File: src/inc/frame_link_cfg.svh
// offsets, field positions, command codes and line patterns of the frame link
`ifndef FRAME_LINK_CFG_SVH
`define FRAME_LINK_CFG_SVH
// ************************************************************
// register indices (write side)
// ************************************************************
`define REG_COMMAND 3'h0
`define REG_INT_CTRL 3'h1
`define REG_VECTOR 3'h2
`define REG_RX_CFG 3'h3
`define REG_MODE_CFG 3'h4
`define REG_TX_CTRL 3'h5
`define REG_STATION 3'h6
`define REG_TX_DATA 3'h7
// ************************************************************
// register indices (read side)
// ************************************************************
`define REG_STATUS 3'h0
`define REG_SPECIAL 3'h1
`define REG_RX_DATA 3'h3
// ************************************************************
// field positions
// ************************************************************
`define IC_EXT_EN 0
`define IC_TX_EN 1
`define IC_SAV 2
`define RC_RX_EN 0
`define RC_ADDR_SEARCH 2
`define RC_AUTO_EN 5
`define MC_FRAME_MODE 5
`define TC_RTS 1
`define TC_TX_EN 3
`define TC_DTR 7
// ************************************************************
// command codes in bits 5:3, latch reset in bits 7:6
// ************************************************************
`define CMD_SEND_ABORT 3'h1
`define CMD_RESET_EXT 3'h2
`define CMD_CHAN_RESET 3'h3
`define CMD_RESET_TX_INT 3'h5
`define CMD_ERROR_RESET 3'h6
`define CMD_RESET_UNDERRUN 2'h3
// ************************************************************
// line patterns and counts
// ************************************************************
`define FLAG_OCTET 16'h007E
`define ABORT_OCTET 16'h00FF
`define GLOBAL_ADDR 8'hFF
`define CRC_PRESET 16'hFFFF
`define CRC_POLY_REFL 16'h8408
`define CRC_RESIDUE 16'hF0B8
`define ONES_STUFF 4'h5
`define ONES_FLAG 4'h6
`define ONES_IDLE 4'hE
`define MIN_FRAME_OCTETS 3'h4
`define RX_DELAY_BITS 3'h6
`define VEC_CAUSE_TX 3'h4
`define VEC_CAUSE_EXT 3'h5
`define VEC_CAUSE_RX 3'h6
`define VEC_CAUSE_SPECIAL 3'h7
`endif

File: src/inc/frame_link_pkg.sv
// types shared by the frame link modules
package frame_link_pkg;
	typedef struct packed {
		logic [2:0] addr;
		logic [7:0] wdata;
		logic wr;
		logic rd;
	} reg_req_t;

	typedef struct packed {
		logic carrier_detect_in;
		logic clear_to_send;
	} modem_in_t;

	typedef struct packed {
		logic data_terminal_ready;
		logic request_to_send;
	} modem_out_t;

	typedef enum logic [4:0] {
		TX_OFF = 5'h01,
		TX_FLAG = 5'h02,
		TX_DATA = 5'h04,
		TX_FCS = 5'h08,
		TX_ABORT = 5'h10
	} tx_state_t;

	typedef enum logic [2:0] {
		RX_HUNT = 3'h1,
		RX_FRAME = 3'h2,
		RX_DROP = 3'h4
	} rx_state_t;

	typedef struct packed {
		logic [3:0] cnt;
	} run_state_t;

	typedef struct packed {
		logic [15:0] crc;
	} crc_state_t;
endpackage

File: src/rtl/ones_run_counter.sv
// saturating counter of consecutive one bits on a serial stream
`timescale 1ns/10ps
module ones_run_counter (
	// clock and reset
	input wire logic core_clk_i,
	input wire logic rst_i,
	// bit stream
	input wire logic clear_i,
	input wire logic step_i,
	input wire logic bit_i,
	// run length
	output logic [3:0] count_o
);
	import frame_link_pkg::*;

	run_state_t q;
	run_state_t d;

	always_comb begin
		d = q;
		if (clear_i) begin
			d.cnt = 4'h0;
		end else if (step_i) begin
			if (!bit_i) begin
				d.cnt = 4'h0;
			end else if (q.cnt != 4'hF) begin
				d.cnt = q.cnt + 4'h1;
			end
		end
	end

	always_ff @(posedge core_clk_i) begin
		if (rst_i) begin
			q <= '0;
		end else begin
			q <= d;
		end
	end

	assign count_o = q.cnt;
endmodule

File: src/rtl/crc16_serial.sv
// bit-serial frame check, low bit first, preset to all ones
`timescale 1ns/10ps
`include "frame_link_cfg.svh"
module crc16_serial (
	// clock and reset
	input wire logic core_clk_i,
	input wire logic rst_i,
	// bit stream
	input wire logic init_i,
	input wire logic step_i,
	input wire logic bit_i,
	// running value
	output logic [15:0] crc_o
);
	import frame_link_pkg::*;

	crc_state_t q;
	crc_state_t d;

	always_comb begin
		d = q;
		if (init_i) begin
			d.crc = `CRC_PRESET;
		end else if (step_i) begin
			d.crc = {1'b0, q.crc[15:1]} ^ ((q.crc[0] ^ bit_i) ? `CRC_POLY_REFL : 16'h0000);
		end
	end

	always_ff @(posedge core_clk_i) begin
		if (rst_i) begin
			q.crc <= `CRC_PRESET;
		end else begin
			q <= d;
		end
	end

	assign crc_o = q.crc;
endmodule

File: src/rtl/frame_link.sv
// one bit-oriented framing channel: registers, transmitter and receiver
// ************************************************************
// Summary of operation
// - flag is zero, six ones, zero
// - transmitter inserts zero after five ones
// - receiver deletes zero after five ones
// - seven to fourteen ones mean abort
// - fifteen or more ones mean idle
// - no stuffing on flag, abort, idle
// - sixteen-bit CCITT check generated and checked
// - one control octet after address, then check
// - receiver ignores line until a flag
// - address search enable is receive config bit 2
// - searching keeps own or global address only
// - auto enable gates transmitter and receiver
// - external interrupt on modem, underrun, abort change
// - interrupt control bit 2 modifies vector
// - transmit control bits drive modem outputs
// - enabled idle transmitter sends back-to-back flags
// - receive shared-zero flags, transmit separate flags
// ************************************************************
//
// Added by the designer: the address-and-strobe port and the register offsets.
`timescale 1ns/10ps
`include "frame_link_cfg.svh"
module frame_link (
	// clock and reset
	input wire logic core_clk_i,
	input wire logic rst_i,
	// register port
	input frame_link_pkg::reg_req_t req_i,
	output logic [7:0] rdata_o,
	// serial line, one bit per clock
	input wire logic rx_data_i,
	output logic tx_data_o,
	// modem control
	input frame_link_pkg::modem_in_t modem_i,
	output frame_link_pkg::modem_out_t modem_o,
	// interrupt request
	output logic int_o
);
	import frame_link_pkg::*;

	typedef struct packed {
		logic [7:0] int_ctrl;
		logic [7:0] vector;
		logic [7:0] rx_cfg;
		logic [7:0] mode_cfg;
		logic [7:0] tx_ctrl;
		logic [7:0] station;
		tx_state_t tx_st;
		logic [15:0] tx_sh;
		logic [3:0] tx_cnt;
		logic [7:0] tx_buf;
		logic tx_full;
		logic tx_int;
		logic tx_bit;
		logic underrun;
		rx_state_t rx_st;
		logic [5:0] dly;
		logic [2:0] dly_n;
		logic [7:0] rx_sh;
		logic [2:0] rx_cnt;
		logic [2:0] oct_n;
		logic [7:0] rx_buf;
		logic rx_avail;
		logic eof;
		logic crc_err;
		logic abort_det;
		logic idle_det;
		logic cd_prev;
		logic cts_prev;
		logic ext_pend;
		logic irq;
		logic [7:0] rdata;
	} link_state_t;

	link_state_t q;
	link_state_t d;

	logic [3:0] tx_ones;
	logic [3:0] rx_ones;
	logic [15:0] tx_crc;
	logic [15:0] rx_crc;
	logic tx_en;
	logic rx_en;
	logic cmd_wr;
	logic [2:0] cmd;
	logic tx_sending;
	logic tx_stuff;
	logic tx_crc_init;
	logic tx_crc_step;
	logic rx_pop;
	logic rx_crc_init;
	logic [7:0] rx_byte;
	logic [2:0] cause;

	// ************************************************************
	// enables and command decode
	// ************************************************************
	always_comb begin
		tx_en = q.tx_ctrl[`TC_TX_EN] && q.mode_cfg[`MC_FRAME_MODE]
			&& (!q.rx_cfg[`RC_AUTO_EN] || modem_i.clear_to_send);
		rx_en = q.rx_cfg[`RC_RX_EN] && q.mode_cfg[`MC_FRAME_MODE]
			&& (!q.rx_cfg[`RC_AUTO_EN] || modem_i.carrier_detect_in);
		cmd_wr = req_i.wr && (req_i.addr == `REG_COMMAND);
		cmd = req_i.wdata[5:3];
		tx_sending = (q.tx_st == TX_DATA) || (q.tx_st == TX_FCS);
		tx_stuff = tx_sending && (tx_ones == `ONES_STUFF);
		tx_crc_init = (q.tx_st == TX_FLAG) && (q.tx_cnt == 4'h7) && q.tx_full && tx_en;
		tx_crc_step = (q.tx_st == TX_DATA) && !tx_stuff;
		rx_crc_init = rx_en && !rx_data_i && (rx_ones == `ONES_FLAG);
		// a one after five ones is flag or abort, never frame content
		rx_pop = rx_en && (q.rx_st != RX_HUNT) && (rx_ones < `ONES_STUFF)
			&& (q.dly_n == `RX_DELAY_BITS);
		rx_byte = {q.dly[0], q.rx_sh[7:1]};
	end

	// ************************************************************
	// shared helpers
	// ************************************************************
	ones_run_counter u_tx_run (.core_clk_i(core_clk_i), .rst_i(rst_i),
		.clear_i(!tx_sending || tx_stuff), .step_i(tx_sending), .bit_i(q.tx_sh[0]),
		.count_o(tx_ones));
	ones_run_counter u_rx_run (.core_clk_i(core_clk_i), .rst_i(rst_i),
		.clear_i(!rx_en), .step_i(rx_en), .bit_i(rx_data_i), .count_o(rx_ones));
	crc16_serial u_tx_crc (.core_clk_i(core_clk_i), .rst_i(rst_i),
		.init_i(tx_crc_init), .step_i(tx_crc_step), .bit_i(q.tx_sh[0]), .crc_o(tx_crc));
	crc16_serial u_rx_crc (.core_clk_i(core_clk_i), .rst_i(rst_i),
		.init_i(rx_crc_init), .step_i(rx_pop), .bit_i(q.dly[0]), .crc_o(rx_crc));

	// ************************************************************
	// next state
	// ************************************************************
	always_comb begin
		d = q;
		// register writes
		if (req_i.wr) begin
			unique case (req_i.addr)
				`REG_INT_CTRL: d.int_ctrl = req_i.wdata;
				`REG_VECTOR: d.vector = req_i.wdata;
				`REG_RX_CFG: d.rx_cfg = req_i.wdata;
				`REG_MODE_CFG: d.mode_cfg = req_i.wdata;
				`REG_TX_CTRL: d.tx_ctrl = req_i.wdata;
				`REG_STATION: d.station = req_i.wdata;
				`REG_TX_DATA: begin
					d.tx_buf = req_i.wdata;
					d.tx_full = 1'b1;
					d.tx_int = 1'b0;
				end
				default: d.int_ctrl = q.int_ctrl;
			endcase
		end
		if (cmd_wr && (cmd == `CMD_RESET_EXT)) begin
			d.ext_pend = 1'b0;
		end
		if (cmd_wr && (cmd == `CMD_RESET_TX_INT)) begin
			d.tx_int = 1'b0;
		end
		if (cmd_wr && (cmd == `CMD_ERROR_RESET)) begin
			d.eof = 1'b0;
			d.crc_err = 1'b0;
		end
		if (cmd_wr && (req_i.wdata[7:6] == `CMD_RESET_UNDERRUN)) begin
			d.underrun = 1'b0;
		end
		if (req_i.rd && (req_i.addr == `REG_RX_DATA)) begin
			d.rx_avail = 1'b0;
		end

		// transmitter
		d.tx_bit = 1'b1;
		unique case (q.tx_st)
			TX_OFF: begin
				if (tx_en) begin
					d.tx_st = TX_FLAG;
					d.tx_sh = `FLAG_OCTET;
					d.tx_cnt = 4'h0;
				end
			end
			TX_FLAG, TX_ABORT: begin
				d.tx_bit = q.tx_sh[0];
				d.tx_sh = {1'b0, q.tx_sh[15:1]};
				d.tx_cnt = q.tx_cnt + 4'h1;
				if (q.tx_cnt == 4'h7) begin
					d.tx_cnt = 4'h0;
					d.tx_sh = `FLAG_OCTET;
					d.tx_st = TX_FLAG;
					if (!tx_en) begin
						d.tx_st = TX_OFF;
					end else if (q.tx_full && (q.tx_st == TX_FLAG)) begin
						d.tx_st = TX_DATA;
						d.tx_sh = {8'h00, q.tx_buf};
						d.tx_full = 1'b0;
						d.tx_int = 1'b1;
					end
				end
			end
			TX_DATA, TX_FCS: begin
				if (tx_stuff) begin
					d.tx_bit = 1'b0;
				end else begin
					d.tx_bit = q.tx_sh[0];
					d.tx_sh = {1'b0, q.tx_sh[15:1]};
					d.tx_cnt = q.tx_cnt + 4'h1;
					if ((q.tx_st == TX_DATA) && (q.tx_cnt == 4'h7)) begin
						d.tx_cnt = 4'h0;
						if (q.tx_full) begin
							d.tx_sh = {8'h00, q.tx_buf};
							d.tx_full = 1'b0;
							d.tx_int = 1'b1;
						end else begin
							// underrun closes the frame with its check
							d.tx_st = TX_FCS;
							d.tx_sh = ~(({1'b0, tx_crc[15:1]})
								^ ((tx_crc[0] ^ q.tx_sh[0]) ? `CRC_POLY_REFL : 16'h0000));
							d.underrun = 1'b1;
						end
					end else if ((q.tx_st == TX_FCS) && (q.tx_cnt == 4'hF)) begin
						d.tx_st = TX_FLAG;
						d.tx_sh = `FLAG_OCTET;
						d.tx_cnt = 4'h0;
					end
				end
				if (cmd_wr && (cmd == `CMD_SEND_ABORT)) begin
					d.tx_st = TX_ABORT;
					d.tx_sh = `ABORT_OCTET;
					d.tx_cnt = 4'h0;
				end
				if (!tx_en) begin
					d.tx_st = TX_OFF;
				end
			end
			default: begin
				d.tx_st = TX_OFF;
			end
		endcase

		// receiver line conditions
		if (!rx_en) begin
			d.rx_st = RX_HUNT;
			d.abort_det = 1'b0;
			d.idle_det = 1'b0;
		end else if (rx_data_i) begin
			if (rx_ones == `ONES_FLAG) begin
				d.abort_det = 1'b1;
				d.rx_st = RX_HUNT;
			end
			if (rx_ones == `ONES_IDLE) begin
				d.idle_det = 1'b1;
			end
		end else if (rx_ones == `ONES_FLAG) begin
			// closing flag may be the next opening flag
			if ((q.rx_st == RX_FRAME) && (q.oct_n >= `MIN_FRAME_OCTETS)
				&& (q.rx_cnt == 3'h0)) begin
				d.eof = 1'b1;
				d.crc_err = d.crc_err || (rx_crc != `CRC_RESIDUE);
			end
			d.rx_st = RX_FRAME;
			d.dly_n = 3'h0;
			d.rx_cnt = 3'h0;
			d.oct_n = 3'h0;
		end else begin
			d.abort_det = 1'b0;
			d.idle_det = 1'b0;
		end

		// receiver data path; delay hides the closing flag's bits
		if (rx_en && (q.rx_st != RX_HUNT) && !(!rx_data_i && (rx_ones >= `ONES_STUFF))) begin
			if (!(rx_data_i && (rx_ones >= `ONES_FLAG))) begin
				d.dly = {rx_data_i, q.dly[5:1]};
				if (q.dly_n != `RX_DELAY_BITS) begin
					d.dly_n = q.dly_n + 3'h1;
				end
			end
		end
		if (rx_pop) begin
			d.rx_sh = rx_byte;
			d.rx_cnt = q.rx_cnt + 3'h1;
			if (q.rx_cnt == 3'h7) begin
				if ((q.oct_n == 3'h0) && q.rx_cfg[`RC_ADDR_SEARCH]
					&& (rx_byte != q.station) && (rx_byte != `GLOBAL_ADDR)) begin
					d.rx_st = RX_DROP;
				end else if (q.rx_st == RX_FRAME) begin
					d.rx_buf = rx_byte;
					d.rx_avail = 1'b1;
				end
				if (q.oct_n != 3'h7) begin
					d.oct_n = q.oct_n + 3'h1;
				end
			end
		end

		// external status changes, set wins over clear
		d.cd_prev = modem_i.carrier_detect_in;
		d.cts_prev = modem_i.clear_to_send;
		if ((modem_i.carrier_detect_in != q.cd_prev) || (modem_i.clear_to_send != q.cts_prev)
			|| (d.underrun && !q.underrun) || (d.abort_det != q.abort_det)
			|| (d.idle_det != q.idle_det)) begin
			d.ext_pend = 1'b1;
		end

		// interrupt request and vector cause
		cause = `VEC_CAUSE_TX;
		if ((q.eof || q.crc_err) && (q.int_ctrl[4:3] != 2'h0)) begin
			cause = `VEC_CAUSE_SPECIAL;
		end else if (q.rx_avail && (q.int_ctrl[4:3] != 2'h0)) begin
			cause = `VEC_CAUSE_RX;
		end else if (q.ext_pend && q.int_ctrl[`IC_EXT_EN]) begin
			cause = `VEC_CAUSE_EXT;
		end
		d.irq = (q.ext_pend && q.int_ctrl[`IC_EXT_EN])
			|| (q.tx_int && q.int_ctrl[`IC_TX_EN])
			|| ((q.rx_avail || q.eof || q.crc_err) && (q.int_ctrl[4:3] != 2'h0));

		// read data, one cycle after the strobe
		d.rdata = 8'h00;
		if (req_i.rd) begin
			unique case (req_i.addr)
				`REG_STATUS: d.rdata = {q.abort_det, q.underrun, modem_i.clear_to_send, q.idle_det,
					modem_i.carrier_detect_in, !q.tx_full, q.irq, q.rx_avail};
				`REG_SPECIAL: d.rdata = {q.eof, q.crc_err, 6'h00};
				`REG_VECTOR: d.rdata = q.int_ctrl[`IC_SAV] ?
					{q.vector[7:4], cause, q.vector[0]} : q.vector;
				`REG_RX_DATA: d.rdata = q.rx_buf;
				default: d.rdata = 8'h00;
			endcase
		end

		if (cmd_wr && (cmd == `CMD_CHAN_RESET)) begin
			d = '0;
			d.tx_st = TX_OFF;
			d.rx_st = RX_HUNT;
			d.tx_bit = 1'b1;
		end
	end

	// ************************************************************
	// state register
	// ************************************************************
	always_ff @(posedge core_clk_i) begin
		if (rst_i) begin
			q <= '0;
			q.tx_st <= TX_OFF;
			q.rx_st <= RX_HUNT;
			q.tx_bit <= 1'b1;
		end else begin
			q <= d;
		end
	end

	// ************************************************************
	// outputs
	// ************************************************************
	assign rdata_o = q.rdata;
	assign tx_data_o = q.tx_bit;
	assign modem_o.data_terminal_ready = q.tx_ctrl[`TC_DTR];
	assign modem_o.request_to_send = q.tx_ctrl[`TC_RTS];
	assign int_o = q.irq;
endmodule

File: config.mk
export PLATFORM = sky130hd
export DESIGN_NAME = frame_link
export DESIGN_NICKNAME = d
export VERILOG_FILES = /design/src/inc/frame_link_pkg.sv /design/src/rtl/ones_run_counter.sv /design/src/rtl/crc16_serial.sv /design/src/rtl/frame_link.sv
export VERILOG_INCLUDE_DIRS = /design/src /design/src/inc
export SDC_FILE = /design/constraint.sdc
export NUM_CORES = 1
export LEC_CHECK = 0
export ABC_CLOCK_PERIOD_IN_PS = 2300
export BUFFER_PORTS_ARGS = -buffer_cell sky130_fd_sc_hd__buf_2
export CAP_MARGIN = 10
export CORE_ASPECT_RATIO = 1.1
export CORE_MARGIN = 4
export CORE_UTILIZATION = 50
export CTS_BUF_LIST = sky130_fd_sc_hd__clkbuf_8
export DETAILED_ROUTE_END_ITERATION = 7
export PLACE_DENSITY = 0.69
export SETUP_SLACK_MARGIN = 0.5
export SYNTH_ARGS = -nofsm -noshare
export SYNTH_HDL_FRONTEND = slang
export SYNTH_SLANG_ARGS = --single-unit
File: constraint.sdc
create_clock -name core_clk_i -period 2.3 [get_ports core_clk_i]
set_input_delay 0.575 -clock core_clk_i [delete_from_list [all_inputs] [get_ports core_clk_i]]
set_output_delay 0.575 -clock core_clk_i [all_outputs]
set_load 0.02 [all_outputs]
==> results of run 1 <==
## state kept, by name, summed over array words and instances (netlist names), 2 cells and up
name              flops
u_tx_crc.crc_o       16
rdata_o               8
u_tx_run.count_o      4
u_rx_run.count_o      4
modem_o               2
u_rx_crc.crc_o       16
q                   103
## per-layer routing
layer | vias up | wire length [um] | track usage
met4 | 0 | 816 | 0.118
li1 | 3364 | - | -
met3 | 56 | 892 | 0.0475
met2 | 240 | 10700 | 0.413
met1 | 3345 | 8670 | 0.290
met5 | - | 0 | 0
## where the power goes
group / switching [mW] / internal [mW] / leakage, nW
sequential: 0.0137 / 2.69 / 1.26
clock: 1.00 / 1.20 / 0.218
combinational: 0.155 / 0.0820 / 2.07
total: 1.17 / 3.97 / 3.55
## how the worst min path moves through the flow
stage,start,end,cells after the start
final,req_i[3],q[121],3
after global routing,req_i[3],q[121],3
after CTS,req_i[3],q[121],3
after detailed placement,q[126],q[126],2
after global placement,q[125],q[125],2
after floorplan,q[75],q[75],1
## area by class of cell
type | instances | area [um^2] | share of cell area
clock buffer | 18 | 248 | 0.0265
clock inverter | 12 | 175 | 0.0187
inverter | 16 | 60.1 | 0.00642
multi-input combinational | 665 | 4500 | 0.481
tap | 192 | 240 | 0.0257
timing repair buffer | 126 | 1010 | 0.108
sequential | 155 | 3130 | 0.334
## placed cells by master, fill, tap and decap left out, types with 6 or more instances in the layout
master / Yosys / layout
buf_4: 12 / 77
o21ai_0: 32 / 24
nor3_1: 15 / 7
o2bb2ai_1: 7 / 7
dfxtp_1: 155 / 144
buf_2: 11 / 29
o21a_1: 6 / 6
a21oi_1: 79 / 71
nand3b_1: 6 / 6
a21oi_2: 0 / 6
xor2_1: 16 / 15
inv_1: 16 / 17
and3_1: 9 / 9
nand3_1: 61 / 55
clkbuf_8: 0 / 18
nor2b_1: 7 / 7
a22oi_1: 12 / 11
dfxtp_2: 0 / 7
o211ai_1: 11 / 11
nand2_1: 161 / 158
nor2_1: 64 / 60
a2bb2oi_1: 6 / 6
mux2i_1: 21 / 21
buf_6: 2 / 13
nand4_1: 13 / 13
ha_1: 15 / 11
## cells in the mapped netlist, drive strengths merged, types with 8 or more instances
cell	count	area (um^2)
nand2	161	604
dfxtp	155	3100
a21oi	79	395
nor2	64	240
nand3	61	305
clkbuf	39	146
o21ai	32	160
buf	29	183
mux2i	21	210
xor2	17	156
inv	16	60.1
ha	15	188
nor3	15	75.1
nand4	13	81.3
a22oi	12	90.1
o211ai	12	104
a211oi	9	67.6
and3	9	56.3
and2	8	50.1
## worst min-delay path: stages
cell and delay [ns]:
buf_2 0.14, nand2_1 0.06, a21oi_1 0.05
## what timing repair did
action / in CTS / in global routing
pin swaps: 32 / 28
hold endpoints to repair: 0 / 0
gates cloned: 0 / 2
gates resized for setup: 69 / 75
buffers inserted: 20 / 18
endpoints found under the setup margin: 109 / 115
## per-stage QoR
step                      hold WS (ns)   util
after floorplan                  0.433      -
after global placement           0.440  0.550
after detailed placement         0.449  0.550
after CTS                        0.390  0.609
after global routing             0.405  0.645
final                            0.422  0.645
## cells by family (layout without fill, tap and decap cells)
logic type | after synthesis | in the layout | synth area share
and+or+nand+nor | 385 | 386 | 0.246
AOI/OAI and AO/OA | 217 | 217 | 0.195
DFF | 155 | 155 | 0.418
buffers and inverters | 84 | 172 | 0.0524
muxes | 25 | 25 | 0.0359
xor gates and xnor gates | 22 | 22 | 0.0270
adders and majority gates | 15 | 15 | 0.0253
==> results list, run 1 <==
* Global-route wire length before repair: 33.2 mm
* Reg2Reg Capture Point: q[86]
- For this run the aggregate overflow at the end of global routing stands at 0.
* # Max-Cap Violations: 0
- Post-route standard cell area excluding fillers: 9360 um^2
* Hold buffers post-CTS: 0
- DR vias/cell: 5.92
- For this run, the detailed router's first-pass iteration total came to 7.
- In the final routed layout, each cell accounts on average for 17.8 um.
- The completed layout was analyzed and its total power is 5.14 mW.
* Post-Route Skew: 0.0119 ns
- Clk sink count: 155
- Setup slack on the worst reg-to-reg path comes out at 0.24 ns.
- At the pin with the least slew margin, the transition time is 0.542 ns.
* Final nets: 1014
- Worst reg2reg startpoint: q[83]
* Library cell contributing the largest single delay on the critical path: or4_4
- The number of nets in the synthesized netlist is 936.
- In this run the remaining antenna-violating nets after routing total 0.
* Highest clock rate: 485 MHz
- Measured along the x axis, the die boundary spans 124 um.
* DP HPWL: 14.2 mm
- Average footprint of a synthesized cell: 8.22 um^2
* Ratio of cells with drive above 1 in the final layout: 0.261
* Startpoint class of the critical path: register
- The min-delay analysis places its worst path in the category in -> reg.
- Once layout is complete, the cells apart from fillers number 1184.
- Synth-to-layout area growth: 26.0%
- The worst setup path is of the reg -> reg kind.
* Number of cells on the critical path: 5
- Max Slew Vio Count: 0
- Overall track demand over capacity in global routing: 0.240
- The number of antenna violations at the first check in global routing is 0.
- The synthesized netlist contains 71 unique library cells.
* H-tree depth: 4
- During I/O placement, the number of pins put on the boundary was 30.
- The worst pin sits at a relative slew slack of 0.637.
- STA classifies the critical path endpoint as a register.
- Maximum cell stage delay along the critical path: 0.47 ns
* Post-layout minimum cycle time: 2.06 ns
- IR analysis of the VDD net gives a maximum drop of 0.752 mV.
- Number of global-route vias before repair: 6678
- Clock tree synthesis inserted a total of 17 buffers.
* Initial cell density of the core: 0.512
- From bottom edge to top edge, the die measures 136 um.
* Setup repair after global routing missed its margin: yes
- Drt initial violations: 742
- Maximum number of buffers from clock root to sink: 2
- Via count: 7005
- For this run, design rule violations remaining after detail routing come to 0.
* Filler cell count in the final layout: 1205
* Gate count of the mapped netlist: 903
- Endpoints failing hold: 0
- Number of register bits inferred by synthesis: 155
* Fraction of registers with async set or reset after synthesis: 0
* Part of the Yosys area used for sequential elements: 0.418
* Capturing instance or port of the critical path: q[86]
- Count of buffers inserted at the top-level ports: 29
* TritonCTS clock tree: built
* Count of buffer and inverter cells on the critical path: 1
- The congestion estimate from routability-driven global placement came to 0.933.
* Cell area after synthesis: 7430 um^2
- Data on the critical path arrives at its endpoint at 2.45 ns.
- Area of placed instances: 7980 um^2
- Cell mode on critical path: or3_4
- The floorplan step defined a core boundary enclosing 14500 um^2.
* Run status: completed
- Among cell families on the critical path, the largest total delay comes from simple AND/OR/NAND/NOR gates.
- Leakage Power: 3.55 nW
- Crit path required time: 2.68 ns
- Setup violations remaining at the end of the flow were counted as 0.
* Final Cycle Share: 0.897
* Power density over the cells: 550 nW/um^2
- Setup tns final: 0 ns
- The number of cells on the worst reg-to-reg path is 5.
- In this run, placement finished with an instance count of 1114.
- Largest net degree at the start of global routing: 27
- Leading register cell type out of synthesis: dfxtp_1
* Std cell rows: 46
- Overall routed net length: 21.1 mm
- Final worst setup slack: 0.237 ns
- Die ar.: 16900 um^2
- Along the worst path, the maximum fanout reaches 5.
- Clock edge transition at the registers on the reported setup and hold paths: 0.09 ns
- Yosys warnings: 0
* Antenna diodes: 0
- At the placement stage, the worst setup path has a slack of -0.0671 ns.
- Counting flops with a built-in enable in the synthesized netlist gives 0.
- The most critical setup path has its startpoint at q[83].
* Skew-Pair Late Insertion Delay: 0.45 ns
* Cells along the critical path: or3_4 > or3_4 > buf_6 > or4_4 > a21oi_2
* Clock Tree Root: clkbuf_8
Note: power is estimated with default switching activity, not from simulation.
==> run 2: changes to the inputs <==
--- a/config.mk
+++ b/config.mk
@@ -10,7 +10,7 @@
 export BUFFER_PORTS_ARGS = -buffer_cell sky130_fd_sc_hd__buf_2
 export CAP_MARGIN = 10
 export CORE_ASPECT_RATIO = 1.1
-export CORE_MARGIN = 4
+export CORE_MARGIN = 2
 export CORE_UTILIZATION = 50
 export CTS_BUF_LIST = sky130_fd_sc_hd__clkbuf_8
 export DETAILED_ROUTE_END_ITERATION = 7
==> results list, run 2 (synthesized netlist as in run 1, its figures left out) <==
- H-tree depth: 4
- TritonCTS built the clock tree.
- After detailed routing, the number of vias per cell comes to 5.98.
- In the routed design, unresolved DRC markers number 0.
- The flow ran to the end, and the final reports show no timing, DRC or antenna violations.
- Number of antenna violations at the first check in global routing: 0
- Via count: 6960
* Remaining max-slew budget at the tightest pin: 0.660
- Overall track demand over capacity in global routing: 0.250
* Number of cells after detailed placement: 1106
- Antenna Nets Post-Route: 0
* Post-layout minimum cycle time: 1.97 ns
* Antenna diodes: 0
- The tree built by TritonCTS fans out to 155 sinks.
* M1 WL: 9.08 mm
- Chip Height: 132 um
- Cell mode on critical path: or3_4
- The total area inside the core boundary comes to 14400 um^2.
- Maximum number of buffers from clock root to sink: 2
- Final Cycle Share: 0.857
- The die is 120 um wide.
- STA classifies the critical path endpoint as a register.
* Ratio of cells with drive above 1 in the final layout: 0.238
* Synth-to-layout area growth: 21.4%
- Power spread over the standard cell area amounts to 567 nW/um^2.
- Kind of cell with the highest combined delay on the critical path: simple AND/OR/NAND/NOR gates
- Hold Crit Class: in -> reg
- Die ar.: 15800 um^2
- The finished layout holds 1164 standard cells, fillers aside.
- Std cell rows: 46
* Setup repair after global routing missed its margin: yes
- Filler cell count in the final layout: 1229
- Cells along the critical path: or3_4 > or3_4 > or3_4 > a2bb2oi_1 > o2bb2ai_1
* Top library cells by usage in the layout, fill and taps aside: nand2_1 (157), dfxtp_1 (141), a21oi_1 (75)
- Gp weighted congestion: 0.985
- Clock-pin slew was measured on the worst setup and hold paths at 0.10 ns.
- The net count of the finished layout is 992.
- The register with the most flip-flops in the layout has 103 of them.
- Number of setup violations in the final report: 0
- Detail Route met3 WL: 1.09 mm
- The library cell used most frequently in the layout, excluding fill and tap cells, is nand2_1.
- The routed design has 20.5 mm of wire.
* Skew-Pair Late Insertion Delay: 0.47 ns
- The count of buffers added on input and output ports is 29.
- The critical path in this run is classified as reg -> reg.
- # Max-Cap Violations: 0
- Among all stages on the critical path, the largest delay is contributed by or3_4.
- In this run the worst path has a maximum fanout of 7.
- Wire length per cell: 17.6 um
* Crit path required time: 2.70 ns
- Top-level I/O count: 30
* Fin Hold WS: 0.399 ns
* Total length of routed met2 wires: 9.63 mm
- Worst slew pin tran: 0.508 ns
- Startpoint class of the critical path: register
- Count of buffer and inverter cells on the critical path: 0
* Drt initial violations: 655
- TritonCTS created 17 clock buffers.
- For this run, the slowest stage of the critical path takes 0.45 ns.
* Largest net degree at the start of global routing: 62
- Initial cell density of the core: 0.514
* First-pass detailed-route iteration total: 5
* Clock Tree Root: clkbuf_8
* Data arrival at the endpoint of the critical path: 2.37 ns
- Total global routing overflow: 0
- The number of slew-limit violations in the final report was 0.
- Counting flops per register, the top entry is q.
- Post-Route Skew: 0.0150 ns
* Number of global-route vias before repair: 6288
- For this design the static power due to leakage is 3.42 nW.
- DP HPWL: 13.6 mm
- Highest clock rate: 508 MHz
- IR analysis of the VDD net gives a maximum drop of 0.451 mV.
- The count of endpoints failing hold in the final timing report came to 0.
- Global-route wire length before repair: 32.0 mm
- In this run the top signal layer used is met4.
- Hold buffers post-CTS: 0
run 2: metal layers:
metal | up-vias | GRT usage
met5 | - | 0
met4 | 0 | 0.112
met3 | 49 | 0.0493
met2 | 243 | 0.389
met1 | 3333 | 0.335
li1 | 3335 | -
run 2: where the power goes:
group / total [mW] / internal (mW) / switching [mW]
Clock: 2.16 / 1.01 / 1.15
Combinational: 0.237 / 0.0829 / 0.154
Sequential: 2.71 / 2.69 / 0.0154
run 2: tightest hold or removal path, stage by stage:
cell and delay (ns):
buf_2 0.14, nand2_1 0.06, a21oi_1 0.05
run 2: repair_timing:
item	CTS	global route
setup buffers	11	12
setup endpoints to repair	90	137
pin swaps	16	22
gates resized for setup	50	74
gates cloned	1	2
run 2: layout make-up:
class                      instances  area [um^2]  area share
tap                              192          240      0.0266
inverter                          16         60.1     0.00666
sequential                       155         3130       0.347
clock inverter                    15          183      0.0203
clock buffer                      17          234      0.0260
multi-input combinational        664         4350       0.482
timing repair buffer             105          821      0.0910
run 2: metrics by stage:
stage	area, um^2	utilization	setup WS, ns	setup TNS, ns	total power [mW]
after global routing	9020	0.624	0.268	0	5.28
after global placement	7930	0.549	-0.0472	-0.0472	2.99
final	9020	0.624	0.330	0	5.11
after detailed placement	7930	0.549	-0.0479	-0.142	2.99
after floorplan	7530	-	0.00629	0	2.91
after CTS	8580	0.594	0.368	0	5.11
run 2: worst paths after layout:
path / from / to / slack (ns) / cells after the start
setup reg to reg: q[83] / q[80] / 0.33 / 5
hold reg to reg: q[123] / q[123] / 0.46 / 2
setup / recovery: q[83] / q[80] / 0.33 / 5
hold / removal: req_i[3] / q[121] / 0.40 / 3
==> run 3: changes to the inputs <==
--- a/config.mk
+++ b/config.mk
@@ -14,7 +14,7 @@
 export CORE_UTILIZATION = 50
 export CTS_BUF_LIST = sky130_fd_sc_hd__clkbuf_8
 export DETAILED_ROUTE_END_ITERATION = 7
-export PLACE_DENSITY = 0.69
+export PLACE_DENSITY = 0.77
 export SETUP_SLACK_MARGIN = 0.5
 export SYNTH_ARGS = -nofsm -noshare
 export SYNTH_HDL_FRONTEND = slang
==> results list, run 3 (synthesized netlist as in run 1, its figures left out) <==
- Of the total power, the share spent switching nets is 0.245.
- Count of buffers inserted at the top-level ports: 29
* Chip Height: 132 um
- In this run the register-to-register setup slack is 0.33 ns.
- VDD IR-drop max: 0.475 mV
- CTS saw 155 sinks.
- Clock tree synthesis selected as its root buffer the cell clkbuf_8.
- Internal power comes to 3.86 mW.
- The count of endpoints failing hold in the final timing report came to 0.
- Die ar.: 15800 um^2
- Overall track demand over capacity in global routing: 0.252
- The register with the most flip-flops in the final layout is q.
* Std cell rows: 46
- TritonCTS built the clock tree.
- Total global routing overflow: 0
* Largest net degree at the start of global routing: 54
- Once placement completed, the tool counted placed cells totaling 1119.
- The finished layout holds 1181 standard cells, fillers aside.
* Startpoint class of the critical path: register
* Global-route wire length before repair: 32.2 mm
- Hold buffers post-CTS: 0
* Core area: 14400 um^2
* Setup repair after global routing missed its margin: yes
* # Max-Cap Violations: 0
- Counting cells, the worst reg-to-reg path comes to 5.
* Cells along the critical path: or3b_4 > or3_4 > or3_4 > a2bb2oi_1 > o2bb2ai_1
- In this run the worst path has a maximum fanout of 6.
- The setup path with the least slack is of type reg -> reg.
- Headroom to the max-slew limit came out at 0.502.
- At the pin with the least slew margin, the transition time is 0.747 ns.
* Number of cells on the critical path: 5
- On the final layout, the worst clock skew is 0.0136 ns.
- Skew-Pair Late Insertion Delay: 0.46 ns
* Drt initial violations: 810
* Synth-to-layout area growth: 23.7%
- Summing over every cut layer, the via total after detailed routing is 7081.
* Chip Width: 120 um
* H-tree depth: 4
* Fin Hold WS: 0.428 ns
* Data arrival at the endpoint of the critical path: 2.35 ns
* Library cell contributing the largest single delay on the critical path: or3_4
* Kind of cell with the highest combined delay on the critical path: simple AND/OR/NAND/NOR gates
- Detailed placement finished with a half-perimeter wire length of 14.0 mm.
- Filler cell count in the final layout: 1171
- The worst path in the final design needs a cycle of 1.97 ns, including I/O delays and setup.
* Top-level I/O count: 30
- In this run the remaining antenna-violating nets after routing total 0.
- Summed over all cells, the static leakage comes to 3.52 nW.
- First-pass detailed-route iteration total: 5
- Static timing analysis puts the maximum clock frequency at 508 MHz.
- Once placement finished, the instance area stood at 8040 um^2.
- Run status: completed
* Gp weighted congestion: 1.05
- Setup violations remaining at the end of the flow were counted as 0.
- Clock-pin slew was measured on the worst setup and hold paths at 0.09 ns.
- Timing analysis after detailed placement gives a worst setup slack of -0.0276 ns.
- Count of buffer and inverter cells on the critical path: 0
* # DRC: 0
- Maximum cell stage delay along the critical path: 0.46 ns
* Crit path required time: 2.68 ns
* Cell mode on critical path: or3_4
* Part of the power in the clock network: 0.426
- Power density over the cells: 557 nW/um^2
- The number of antenna violations at the first check in global routing came to 0.
- Setup slack on the critical path of the routed design comes to 0.333 ns.
- Reg2Reg Capture Point: q[79]
- Hold Crit Class: in -> reg
- Crit path from: q[66]
* Capturing instance or port of the critical path: q[79]
- At the end of the flow, the number of nets in the layout was 1010.
- Antenna diodes: 0
* Initial cell density of the core: 0.514
- In this run the critical register-to-register path is launched from q[66].
* Ratio of cells with drive above 1 in the final layout: 0.243
- CTS Buf Count: 17
- The share of total power dissipated in sequential elements is 0.529.
* Max FFs per register: 103
* Switching component of the power: 1.26 mW
- After routing the design area is 9190 um^2.
- DR vias/cell: 6.00
- Final Cycle Share: 0.855
* Maximum number of buffers from clock root to sink: 2
- The number of slew-limit violations in the final report came to 0.
- Number of global-route vias before repair: 6415
- Category of the worst setup path capture point: register
- The library cells used most frequently in the layout, excluding fill and tap cells, are nand2_1 (158), dfxtp_1 (143), a21oi_1 (75).
* Wire length per cell: 17.9 um
* Most common cell after layout, fill and taps aside: nand2_1
- Share of power burned in combinational logic: 0.045
- Overall routed net length: 21.1 mm
==> run 3: cell types whose count changed in the layout (fill, tap and decap cells not counted), moves of 3 or more <==
cell / change
nor3_2: -3
inv_8: -4
buf_4: +12
inv_6: +5
a2bb2oi_1: +3
buf_6: +6
nor3_4: +5
a2bb2oi_2: -3
dfxtp_2: -3
==> run 3: worst min-delay path by stage <==
stage,endpoint,from,slack (ns),cells past startpoint
2_1_floorplan,q[75],q[75],0.43,1
3_3_place_gp,q[126],q[126],0.44,2
3_5_place_dp,q[126],q[126],0.45,2
4_1_cts,q[121],req_i[3],0.40,3
5_1_grt,q[121],req_i[3],0.42,3
6_report,q[122],req_i[4],0.43,3
==> run 3: final cells by class <==
type,instances,area [um^2],share of cell area
tap,192,240,0.0261
multi-input combinational,665,4370,0.476
timing repair buffer,122,968,0.105
clock inverter,14,181,0.0197
clock buffer,17,234,0.0255
sequential,155,3130,0.341
inverter,16,62.6,0.00681
==> run 3: worst min-delay path, stage by stage <==
cell and delay [ns]:
buf_2 0.15, nand2_1 0.07, a21oi_1 0.05
==> run 3: power groups by stage <==
stage / clock network [mW] / logic (mW) / registers [mW]
floorplan: 0 / 0.138 / 2.77
global placement: 0 / 0.214 / 2.78
detailed placement: 0 / 0.216 / 2.78
CTS: 2.20 / 0.219 / 2.71
global route: 2.32 / 0.245 / 2.71
finish: 2.18 / 0.229 / 2.71
==> run 3: repair_timing <==
action,CTS,global route
gates resized for setup,46,83
gates cloned,0,1
pin swaps,15,42
setup buffers,11,19
setup endpoints to repair,92,86
==> run 3: per-stage QoR <==
stage / utilization / power [mW] / setup TNS, ns
6_report: 0.636 / 5.12 / 0
3_5_place_dp: 0.557 / 2.99 / -0.0276
4_1_cts: 0.602 / 5.13 / 0
5_1_grt: 0.636 / 5.27 / 0
3_3_place_gp: 0.557 / 2.99 / -0.00495
2_1_floorplan: - / 2.91 / 0
==> run 3: per-layer routing <==
metal	vias up	wire length, um	track usage
met2	288	10400	0.409
met3	65	1220	0.0584
met4	0	994	0.134
li1	3365	-	-
met5	-	0	0
met1	3363	8460	0.309
